## config.mk

```make
export PLATFORM = sky130hd
export DESIGN_NAME = tae_top
export DESIGN_NICKNAME = d
export VERILOG_FILES = /design/src/logic/tae_pkg.sv /design/src/logic/tae_chan.sv /design/src/logic/tae_top.sv
export SDC_FILE = /design/constraint.sdc
export NUM_CORES = 1
export LEC_CHECK = 0
export ABC_AREA = 1
export BUFFER_PORTS_ARGS = -buffer_cell sky130_fd_sc_hd__buf_2
export CORE_ASPECT_RATIO = 0.7
export CORE_UTILIZATION = 30
export CTS_CLUSTER_DIAMETER = 120
export DETAILED_ROUTE_END_ITERATION = 16
export MAX_ROUTING_LAYER = met4
export PLACE_DENSITY = 0.56
export SYNTH_ARGS = -nofsm -noshare
export SYNTH_HDL_FRONTEND = slang
export SYNTH_HIERARCHICAL = 1
export SYNTH_SLANG_ARGS = --single-unit
export TNS_END_PERCENT = 30
```

## constraint.sdc

```tcl
create_clock -name aclk -period 2.6 [get_ports aclk]
set_input_delay 0.26 -clock aclk [delete_from_list [all_inputs] [get_ports aclk]]
set_output_delay 0.26 -clock aclk [all_outputs]
set_load 0.005 [all_outputs]
```

## src/logic/tae_pkg.sv

```systemverilog
// Shared constants, register map and state types of the timer/event counter.
// Assumes a single 250 MHz clock and an AXI4-Lite master with 32-bit data.
package tae_pkg;

    localparam int          TAE_NCH        = 3;
    localparam int          TAE_CW         = 16;
    localparam int          TAE_AW         = 8;

    // Register map, byte addresses
    localparam logic [7:0]  TAE_CH_STRIDE  = 8'h10;
    localparam logic [3:0]  TAE_OFS_MODE   = 4'h0;
    localparam logic [3:0]  TAE_OFS_TMR    = 4'h4;
    localparam logic [7:0]  TAE_OFS_START  = 8'h30;
    localparam logic [7:0]  TAE_OFS_STAT   = 8'h34;

    // Reset values
    localparam logic [11:0] TAE_CFG_RST    = 12'h000;
    localparam logic [15:0] TAE_TMR_RST    = 16'h0000;
    localparam logic [2:0]  TAE_START_RST  = 3'h0;

    // Prescaler terminal counts
    localparam logic [2:0]  TAE_DIV8_LAST  = 3'h7;
    localparam logic [4:0]  TAE_DIV32_LAST = 5'h1f;

    localparam logic [1:0]  TAE_RESP_OKAY  = 2'h0;
    localparam logic [1:0]  TAE_RESP_SLV   = 2'h2;

    typedef enum logic [1:0] {
        TAE_MODE_TIMER,
        TAE_MODE_EVENT,
        TAE_MODE_ONESHOT,
        TAE_MODE_PWM
    } tae_mode_t;

    typedef enum logic [2:0] {
        TAE_REG_NONE,
        TAE_REG_MODE,
        TAE_REG_TMR,
        TAE_REG_START,
        TAE_REG_STAT
    } tae_reg_t;

    // Mode register of one channel, mode field in bits 1:0
    typedef struct packed {
        logic      two_phase;
        logic      free_run;
        logic      dir_pin;
        logic      dir_up;
        logic      edge_fall;
        logic [1:0] src;
        logic      pulse_en;
        logic      gate_lvl;
        logic      gate_en;
        tae_mode_t mode;
    } tae_cfg_t;

    typedef struct packed {
        logic [TAE_CW-1:0] cnt;
        logic [TAE_CW-1:0] rld;
        logic              out;
        logic              ovf;
    } tae_chan_st_t;

    typedef struct packed {
        tae_cfg_t [2:0]    cfg;
        logic [2:0]        start;
        logic              aw_full;
        logic [7:0]        awaddr;
        logic              w_full;
        logic [31:0]       wdata;
        logic [3:0]        wstrb;
        logic              bvalid;
        logic [1:0]        bresp;
        logic              rvalid;
        logic [31:0]       rdata;
        logic [1:0]        rresp;
        logic [4:0]        presc;
        logic [2:0]        in_s1;
        logic [2:0]        in_s2;
        logic [2:0]        in_s3;
        logic [2:0]        op_s1;
        logic [2:0]        op_s2;
        logic              sub_s1;
        logic              sub_s2;
        logic              sub_s3;
        logic [4:0]        sub_cnt;
    } tae_top_st_t;

endpackage

```

## src/logic/tae_chan.sv

```systemverilog
// One 16-bit reload counter channel of the timer/event counter.
// Assumes the caller supplies one-cycle count steps and the direction.
`timescale 1ns/1ns
module tae_chan (
    input  wire logic                       aclk,
    input  wire logic                       aresetn,
    input  wire logic                       ce,
    input  wire logic                       start,
    input  wire logic                       step,
    input  wire logic                       up,
    input  wire tae_pkg::tae_mode_t         mode,
    input  wire logic                       free_run,
    input  wire logic                       pulse_en,
    input  wire logic                       wr,
    input  wire logic [tae_pkg::TAE_CW-1:0] wdata,
    output logic      [tae_pkg::TAE_CW-1:0] count,
    output logic      [tae_pkg::TAE_CW-1:0] rld,
    output logic                            out_lvl,
    output logic                            ovf
);

    tae_pkg::tae_chan_st_t q;
    tae_pkg::tae_chan_st_t d;
    logic                  wrap;
    logic                  keep_run;

    ////////////////////////////////////////////////////////////////////////
    always_comb begin
        d        = q;
        d.ovf    = 1'b0;
        wrap     = 1'b0;
        // Free-run only applies to event counting
        keep_run = free_run && (mode == tae_pkg::TAE_MODE_EVENT);
        if (wr) begin
            d.rld = wdata;
            if (!start) begin
                d.cnt = wdata;
            end
        end
        if (start && step) begin
            if (up) begin
                if (q.cnt == '1) begin
                    wrap  = 1'b1;
                    d.cnt = keep_run ? '0 : d.rld;
                end else begin
                    d.cnt = q.cnt + 16'h0001;
                end
            end else begin
                if (q.cnt == '0) begin
                    wrap  = 1'b1;
                    d.cnt = keep_run ? '1 : d.rld;
                end else begin
                    d.cnt = q.cnt - 16'h0001;
                end
            end
        end
        if (wrap) begin
            d.ovf = 1'b1;
            if (pulse_en) begin
                d.out = ~q.out;
            end
        end
    end

    always_ff @(posedge aclk) begin
        if (!aresetn) begin
            q <= '{cnt: tae_pkg::TAE_TMR_RST, rld: tae_pkg::TAE_TMR_RST,
                   out: 1'b0, ovf: 1'b0};
        end else if (ce) begin
            q <= d;
        end
    end

    assign count   = q.cnt;
    assign rld     = q.rld;
    assign out_lvl = q.out;
    assign ovf     = q.ovf;

endmodule // tae_chan

```

## src/logic/tae_top.sv

```systemverilog
// Three-channel 16-bit timer / event counter with an AXI4-Lite register port.
// Assumes pins and the sub-clock are asynchronous; the B-group overflow is
// a one-cycle pulse on aclk.
//
// The implementer's own choices: the address map and the AXI4-Lite slave port.
`timescale 1ns/1ns
module tae_top (
    input  wire logic        aclk,
    input  wire logic        aresetn,
    input  wire logic        ce,
    // AXI4-Lite slave
    input  wire logic [7:0]  s_axi_awaddr,
    input  wire logic        s_axi_awvalid,
    output logic             s_axi_awready,
    input  wire logic [31:0] s_axi_wdata,
    input  wire logic [3:0]  s_axi_wstrb,
    input  wire logic        s_axi_wvalid,
    output logic             s_axi_wready,
    output logic [1:0]       s_axi_bresp,
    output logic             s_axi_bvalid,
    input  wire logic        s_axi_bready,
    input  wire logic [7:0]  s_axi_araddr,
    input  wire logic        s_axi_arvalid,
    output logic             s_axi_arready,
    output logic [31:0]      s_axi_rdata,
    output logic [1:0]       s_axi_rresp,
    output logic             s_axi_rvalid,
    input  wire logic        s_axi_rready,
    // Timer pins and count sources
    input  wire logic [2:0]  chan_in_pin,
    input  wire logic [2:0]  chan_out_pin_i,
    output logic      [2:0]  chan_out_pin_o,
    output logic      [2:0]  chan_out_pin_oe,
    input  wire logic        subclk,
    input  wire logic        second_b_group_timer_ovf,
    output logic      [2:0]  irq_req
);

    tae_pkg::tae_top_st_t q;
    tae_pkg::tae_top_st_t d;

    logic [2:0]   step;
    logic [2:0]   up;
    logic [2:0]   wr_tmr;
    logic [15:0]  tmr_wdata;
    logic [15:0]  cnt_v [3];
    logic [15:0]  rld_v [3];
    logic [2:0]   out_lvl;
    logic [2:0]   ch_ovf;
    logic [3:0]   clk_tick;
    logic         sub_rise;
    logic [31:0]  merged;
    logic         rise;
    logic         fall;
    logic         ev_src;
    logic [1:0]   wch;
    logic [1:0]   rch;

    ////////////////////////////////////////////////////////////////////////
    // Register decode shared by the read and write paths
    function automatic tae_pkg::tae_reg_t reg_kind(input logic [7:0] a);
        reg_kind = tae_pkg::TAE_REG_NONE;
        if (a == tae_pkg::TAE_OFS_START) begin
            reg_kind = tae_pkg::TAE_REG_START;
        end else if (a == tae_pkg::TAE_OFS_STAT) begin
            reg_kind = tae_pkg::TAE_REG_STAT;
        end else if (a[7:6] == 2'h0 && a[5:4] != 2'h3) begin
            if (a[3:0] == tae_pkg::TAE_OFS_MODE) begin
                reg_kind = tae_pkg::TAE_REG_MODE;
            end else if (a[3:0] == tae_pkg::TAE_OFS_TMR) begin
                reg_kind = tae_pkg::TAE_REG_TMR;
            end
        end
    endfunction

    function automatic logic [31:0] strb_merge(input logic [31:0] old,
                                               input logic [31:0] nw,
                                               input logic [3:0]  strb);
        strb_merge = old;
        for (int b = 0; b < 4; b++) begin
            if (strb[b]) begin
                strb_merge[8*b +: 8] = nw[8*b +: 8];
            end
        end
    endfunction

    ////////////////////////////////////////////////////////////////////////
    // Bus, prescaler and pin synchronisers
    always_comb begin
        d         = q;
        wr_tmr    = 3'h0;
        tmr_wdata = 16'h0000;
        merged    = 32'h0000_0000;
        wch       = q.awaddr[5:4];
        rch       = s_axi_araddr[5:4];

        // Address and data may arrive in either order
        if (s_axi_awvalid && !q.aw_full) begin
            d.aw_full = 1'b1;
            d.awaddr  = s_axi_awaddr;
        end
        if (s_axi_wvalid && !q.w_full) begin
            d.w_full = 1'b1;
            d.wdata  = s_axi_wdata;
            d.wstrb  = s_axi_wstrb;
        end
        if (q.bvalid && s_axi_bready) begin
            d.bvalid = 1'b0;
        end
        // Hold the write until the previous response is gone
        if (q.aw_full && q.w_full && !q.bvalid) begin
            d.aw_full = 1'b0;
            d.w_full  = 1'b0;
            d.bvalid  = 1'b1;
            d.bresp   = tae_pkg::TAE_RESP_OKAY;
            case (reg_kind(q.awaddr))
                tae_pkg::TAE_REG_MODE: begin
                    merged      = strb_merge({20'h0, q.cfg[wch]}, q.wdata, q.wstrb);
                    d.cfg[wch]  = tae_pkg::tae_cfg_t'(merged[11:0]);
                end
                tae_pkg::TAE_REG_TMR: begin
                    merged      = strb_merge({16'h0, rld_v[wch]}, q.wdata, q.wstrb);
                    tmr_wdata   = merged[15:0];
                    wr_tmr[wch] = 1'b1;
                end
                tae_pkg::TAE_REG_START: begin
                    merged      = strb_merge({29'h0, q.start}, q.wdata, q.wstrb);
                    d.start     = merged[2:0];
                end
                tae_pkg::TAE_REG_STAT: begin
                    d.bresp     = tae_pkg::TAE_RESP_OKAY;
                end
                default: begin
                    d.bresp     = tae_pkg::TAE_RESP_SLV;
                end
            endcase
        end

        if (q.rvalid && s_axi_rready) begin
            d.rvalid = 1'b0;
        end
        if (s_axi_arvalid && !q.rvalid) begin
            d.rvalid = 1'b1;
            d.rresp  = tae_pkg::TAE_RESP_OKAY;
            case (reg_kind(s_axi_araddr))
                tae_pkg::TAE_REG_MODE:  d.rdata = {20'h0, q.cfg[rch]};
                tae_pkg::TAE_REG_TMR:   d.rdata = {16'h0, cnt_v[rch]};
                tae_pkg::TAE_REG_START: d.rdata = {29'h0, q.start};
                tae_pkg::TAE_REG_STAT:  d.rdata = {26'h0, q.in_s2, out_lvl};
                default: begin
                    d.rdata = 32'h0000_0000;
                    d.rresp = tae_pkg::TAE_RESP_SLV;
                end
            endcase
        end

        // Free-running prescaler feeds all channels
        d.presc  = q.presc + 5'h01;
        // First stage feeds only the second stage
        d.in_s1  = chan_in_pin;
        d.in_s2  = q.in_s1;
        d.in_s3  = q.in_s2;
        d.op_s1  = chan_out_pin_i;
        d.op_s2  = q.op_s1;
        d.sub_s1 = subclk;
        d.sub_s2 = q.sub_s1;
        d.sub_s3 = q.sub_s2;
        if (q.sub_s2 && !q.sub_s3) begin
            d.sub_cnt = q.sub_cnt + 5'h01;
        end
    end

    ////////////////////////////////////////////////////////////////////////
    // Count steps and directions per channel
    assign sub_rise = q.sub_s2 && !q.sub_s3;

    always_comb begin
        clk_tick[0] = 1'b1;
        clk_tick[1] = (q.presc[2:0] == tae_pkg::TAE_DIV8_LAST);
        clk_tick[2] = (q.presc == tae_pkg::TAE_DIV32_LAST);
        clk_tick[3] = sub_rise && (q.sub_cnt == tae_pkg::TAE_DIV32_LAST);
    end

    always_comb begin
        step   = 3'h0;
        up     = 3'h0;
        rise   = 1'b0;
        fall   = 1'b0;
        ev_src = 1'b0;
        chan_out_pin_oe = 3'h0;
        for (int i = 0; i < 3; i++) begin
            rise = q.in_s2[i] && !q.in_s3[i];
            fall = !q.in_s2[i] && q.in_s3[i];
            case (q.cfg[i].mode)
                tae_pkg::TAE_MODE_TIMER: begin
                    // Gate compares the synchronised pin with its level bit
                    step[i] = clk_tick[q.cfg[i].src] &&
                              (!q.cfg[i].gate_en ||
                               q.in_s2[i] == q.cfg[i].gate_lvl);
                    up[i]   = 1'b0;
                    chan_out_pin_oe[i] = q.cfg[i].pulse_en;
                end
                tae_pkg::TAE_MODE_EVENT: begin
                    if (i == 2 && q.cfg[i].two_phase) begin
                        // Both pins are inputs here, output driver stays off
                        step[i] = (rise || fall) && q.op_s2[i];
                        up[i]   = rise;
                    end else begin
                        case (q.cfg[i].src)
                            2'h1:    ev_src = second_b_group_timer_ovf;
                            2'h2:    ev_src = ch_ovf[(i + 2) % 3];
                            default: ev_src = q.cfg[i].edge_fall ? fall : rise;
                        endcase
                        step[i] = ev_src;
                        up[i]   = q.cfg[i].dir_pin ? q.op_s2[i]
                                                   : q.cfg[i].dir_up;
                        chan_out_pin_oe[i] = q.cfg[i].pulse_en &&
                                             !q.cfg[i].dir_pin;
                    end
                end
                default: begin
                    step[i] = 1'b0;
                    up[i]   = 1'b0;
                end
            endcase
        end
    end

    ////////////////////////////////////////////////////////////////////////
    always_ff @(posedge aclk) begin
        if (!aresetn) begin
            q         <= '0;
            q.cfg     <= {3{tae_pkg::TAE_CFG_RST}};
            q.start   <= tae_pkg::TAE_START_RST;
        end else if (ce) begin
            q <= d;
        end
    end

    ////////////////////////////////////////////////////////////////////////
    // Channels; channel two alone is wired for two-phase input
    for (genvar g = 0; g < 3; g++) begin : g_ch
        tae_chan u_chan (
            .aclk     (aclk),
            .aresetn  (aresetn),
            .ce       (ce),
            .start    (q.start[g]),
            .step     (step[g]),
            .up       (up[g]),
            .mode     (q.cfg[g].mode),
            .free_run (q.cfg[g].free_run),
            .pulse_en (q.cfg[g].pulse_en),
            .wr       (wr_tmr[g]),
            .wdata    (tmr_wdata),
            .count    (cnt_v[g]),
            .rld      (rld_v[g]),
            .out_lvl  (out_lvl[g]),
            .ovf      (ch_ovf[g])
        );
    end

    assign s_axi_awready  = !q.aw_full;
    assign s_axi_wready   = !q.w_full;
    assign s_axi_bvalid   = q.bvalid;
    assign s_axi_bresp    = q.bresp;
    assign s_axi_arready  = !q.rvalid;
    assign s_axi_rvalid   = q.rvalid;
    assign s_axi_rdata    = q.rdata;
    assign s_axi_rresp    = q.rresp;
    assign chan_out_pin_o = out_lvl;
    assign irq_req        = ch_ovf;

endmodule // tae_top

```

==> results.md <==
* Final Hold Vio Count at 0
* Reg2reg end: g_ch[2].u_chan/count[8]$_SDFFE_PN0P_
* Register bit total from synthesis at 217
* Synth top cells by count: nand2_1 (729), nor2_1 (240), o21ai_0 (236)
* First-pass GRT wire length at 100000 um
* Crit path max fanout at 16
* Crit start category: register
* Worst Path Required at approximately 3000 ps
* FFs w/ async S/R, synth at 0
* # fillers at 5731
* Sink Count at around 220
* Clock Tree Root: clkbuf_16
* Footprint of the multi-input gates at just under 0.01 mm^2
* Reg power frac at 0.427
* Mean Syn Cell Area at roughly 6.1 um^2
* Initial detailed-routing violation count at between 2000 and 2500
* Register Area at 0.00435 mm^2
* Synth area leader: dfxtp_1
* Yosys warning count at 6
* Peak VDD IR at between 300 and 400 uV
* Post-synthesis cell type count at 44
* Dpl cell area at between 0.015 and 0.02 mm^2
* Pwr Density at approximately 440 mW/mm^2
* Clk buf depth at 3
* Top cells by area, synth: dfxtp_1 (27%), nand2_1 (17%), o21ai_0 (7.4%)
* Register area share after synthesis at 0.273
* Placed Cells at around 3400
* Reg2Reg Depth at 12
* Initial Utilization at 0.304
* Clk_skew at between 15 and 20 ps
* Largest net degree at the start of global routing at 62
* Final Non-Filler Cells at 3429
* Worst skew pair latency at 550 ps
* Hold Path Class: input pin to register
* Period utilization at 0.987
* Die height at ~190 um
* Final #Nets at ~2800
* Share of the synthesized area in the top cell type at 0.273
* Total GRT Usage at 0.248
* Highest Clock Rate at between 300 and 400 MHz
* Post-DP HPWL at around 53000 um
* I/O pin count at 118
* Critical path endpoint category: register
* FP Rows at 70
* Status: completed
* Critical Path Source: q[103]$_SDFFE_PN0P_
* Placer Congestion at 0.967
* Post-layout minimum cycle time at roughly 2600 ps
* Switch share at 0.270
* Routed len/inst at about 20 um
* Setup violators final at 0
* Chip Width at about 280 um
* Core Region at 0.0524 mm^2
* Final WL at ~68000 um
* CTS tree: built
* Reg-to-Reg Start: q[103]$_SDFFE_PN0P_
* RSZ-0062 raised after global routing: yes
* Slew Viols, Final at 0
* Max H-tree Level at 1
* Num CTS Buffers at 24
* Area Overhead vs Synth at 17.6%
* Fin Setup TNS at 0 ps
* Antenna violations before repair at 3
* Most common cell in the netlist: nand2_1
* Primary FF master, synth: dfxtp_1
* Drt drc at 0
* Vias in the first global route at 15968
* First-pass DRT Iterations at 6
* Worst-path clk slew at approximately 60 ps
* Total die area at 0.0541 mm^2
* Leakage at between 7 and 8 nW
* CP Class: register to register
* Grt ovf at 0
* Setup crit end: g_ch[2].u_chan/count[8]$_SDFFE_PN0P_
* Setup slack, reg-to-reg at 30 ps
* Final Cell Area at between 0.015 and 0.02 mm^2
* Drt via density at about 5.3
* Int Power at 6.04 mW
* Clk pwr share at 0.461
* Via Count at about 18000
* Worst Max-Slew Pin Slew at around 1200 ps
* IO buf count at between 80 and 90
* MaxCap Viol Count at 0
* Mapped cell area at 0.0159 mm^2
* Gate power share at 0.112
* Layout cells sized above 1 at 0.158
* Sw power at 2.24 mW
* Crit path DAT at about 3000 ps
* Rel. slew slack at 0.226
* Post-synth EDFFs at 0
* Mapped Cells at between 2000 and 3000
* Final ANT Viol Nets at 0
## per-layer routing
layer	up-vias	part of all wire	GRT usage
met5	-	0	-
met4	0	0.022	0.0576
met3	82	0.11	0.0564
met2	896	0.38	0.315
met1	8581	0.49	0.381
li1	8695	-	-
## power by group through the flow
stage | clock, mW | sequential [mW] | combinational, mW
6_report | 3.82 | 3.53 | 0.928
2_1_floorplan | 0 | 3.55 | 0.567
4_1_cts | 3.86 | 3.52 | 0.886
3_5_place_dp | 0 | 3.60 | 0.846
3_3_place_gp | 0 | 3.60 | 0.831
5_1_grt | 4.01 | 3.54 | 1.01
## cells in the final DEF, fill, tap and decap left out, drive strengths merged, types with 18 or more instances in the layout
| cell | n |
|---|---|
| ha | 22 |
| xor2 | 46 |
| nand4 | 25 |
| inv | 258 |
| buf | 217 |
| dfxtp | 217 |
| conb | 18 |
| nand2 | 745 |
| o21ai | 254 |
| clkbuf | 33 |
| a21oi | 245 |
| o211ai | 29 |
| nand3 | 201 |
| nor2 | 280 |
| dlygate4sd3 | 28 |
| a31oi | 19 |
| nor3 | 22 |
## worst min path at each step
stage                           start                             endpoint  slack [ps]  depth (start not counted)
floorplan                     aresetn  g_ch[0].u_chan/out_lvl$_SDFFE_PN0P_         380                          2
global placement    q[3]$_SDFFE_PN0P_                    q[3]$_SDFFE_PN0P_         440                          1
detailed placement  q[3]$_SDFFE_PN0P_                    q[3]$_SDFFE_PN0P_         440                          1
CTS                   s_axi_awaddr[1]                  q[104]$_SDFFE_PN0P_           2                          3
global route           s_axi_wstrb[1]                   q[67]$_SDFFE_PN0P_          20                          3
finish                 s_axi_wstrb[1]                   q[67]$_SDFFE_PN0P_           4                          3
## critical path: stages (launching register included)
cell,delay [ps]
dfxtp_1,320
nor2_2,150
nand3_2,120
nor3_4,200
nand2_2,120
buf_12,170
nor2_4,270
clkbuf_16,230
o21ai_0,270
o21ai_0,250
nand3_1,100
nand3_1,130
a21oi_1,100
## through the flow
step                      setup slack [ps]  hold WS, ps  power (mW)   util
final                                 34.2         4.22        8.27  0.358
after global routing                 -61.1         23.2        8.56  0.358
after detailed placement             -5.45          443        4.44  0.332
after global placement                3.39          438        4.43  0.332
after CTS                             9.03         1.71        8.27  0.354
after floorplan                        240          380        4.12      -
## kinds of logic after synthesis
logic type               after synthesis  share of synthesized area
XOR/XNOR                              52                     0.0286
AND/OR/NAND/NOR                     1288                      0.354
buffers and inverters                435                      0.123
other                                  1                   0.000235
flip-flops                           217                      0.273
AO/OA/AOI/OAI                        593                      0.205
adder cells (fa/ha/maj)               22                     0.0173
## cell type report
class | instances | share of cell area
Tap cell | 684 | 0.0457
Clock inverter | 11 | 0.00874
Timing Repair Buffer | 246 | 0.0963
Multi-Input combinational cell | 1973 | 0.526
Sequential cell | 217 | 0.232
Antenna cell | 1 | 0.000133
Clock buffer | 32 | 0.0374
Inverter | 265 | 0.0539
## flip-flops by register name (all words and copies together) (netlist names)
| name | cells |
|---|---|
| g_ch.u_chan/ovf | 3 |
| s_axi_bresp | 1 |
| g_ch.u_chan/count | 48 |
| s_axi_rvalid | 1 |
| g_ch.u_chan/out_lvl | 3 |
| s_axi_rresp | 1 |
| q | 84 |
| g_ch.u_chan/rld | 48 |
| s_axi_rdata | 16 |
| s_axi_bvalid | 1 |
| d | 11 |
## timing repair
item / 4_1_cts / 5_1_grt
hold buffers: 28 / 0
gates resized for setup: 6 / 69
cloned: 0 / 1
setup buffers: 0 / 2
pin swaps: 0 / 10
endpoints found under the setup margin: 12 / 51
hold endpoints to repair: 28 / 0
No activity file was read; power rests on OpenSTA's default activity.
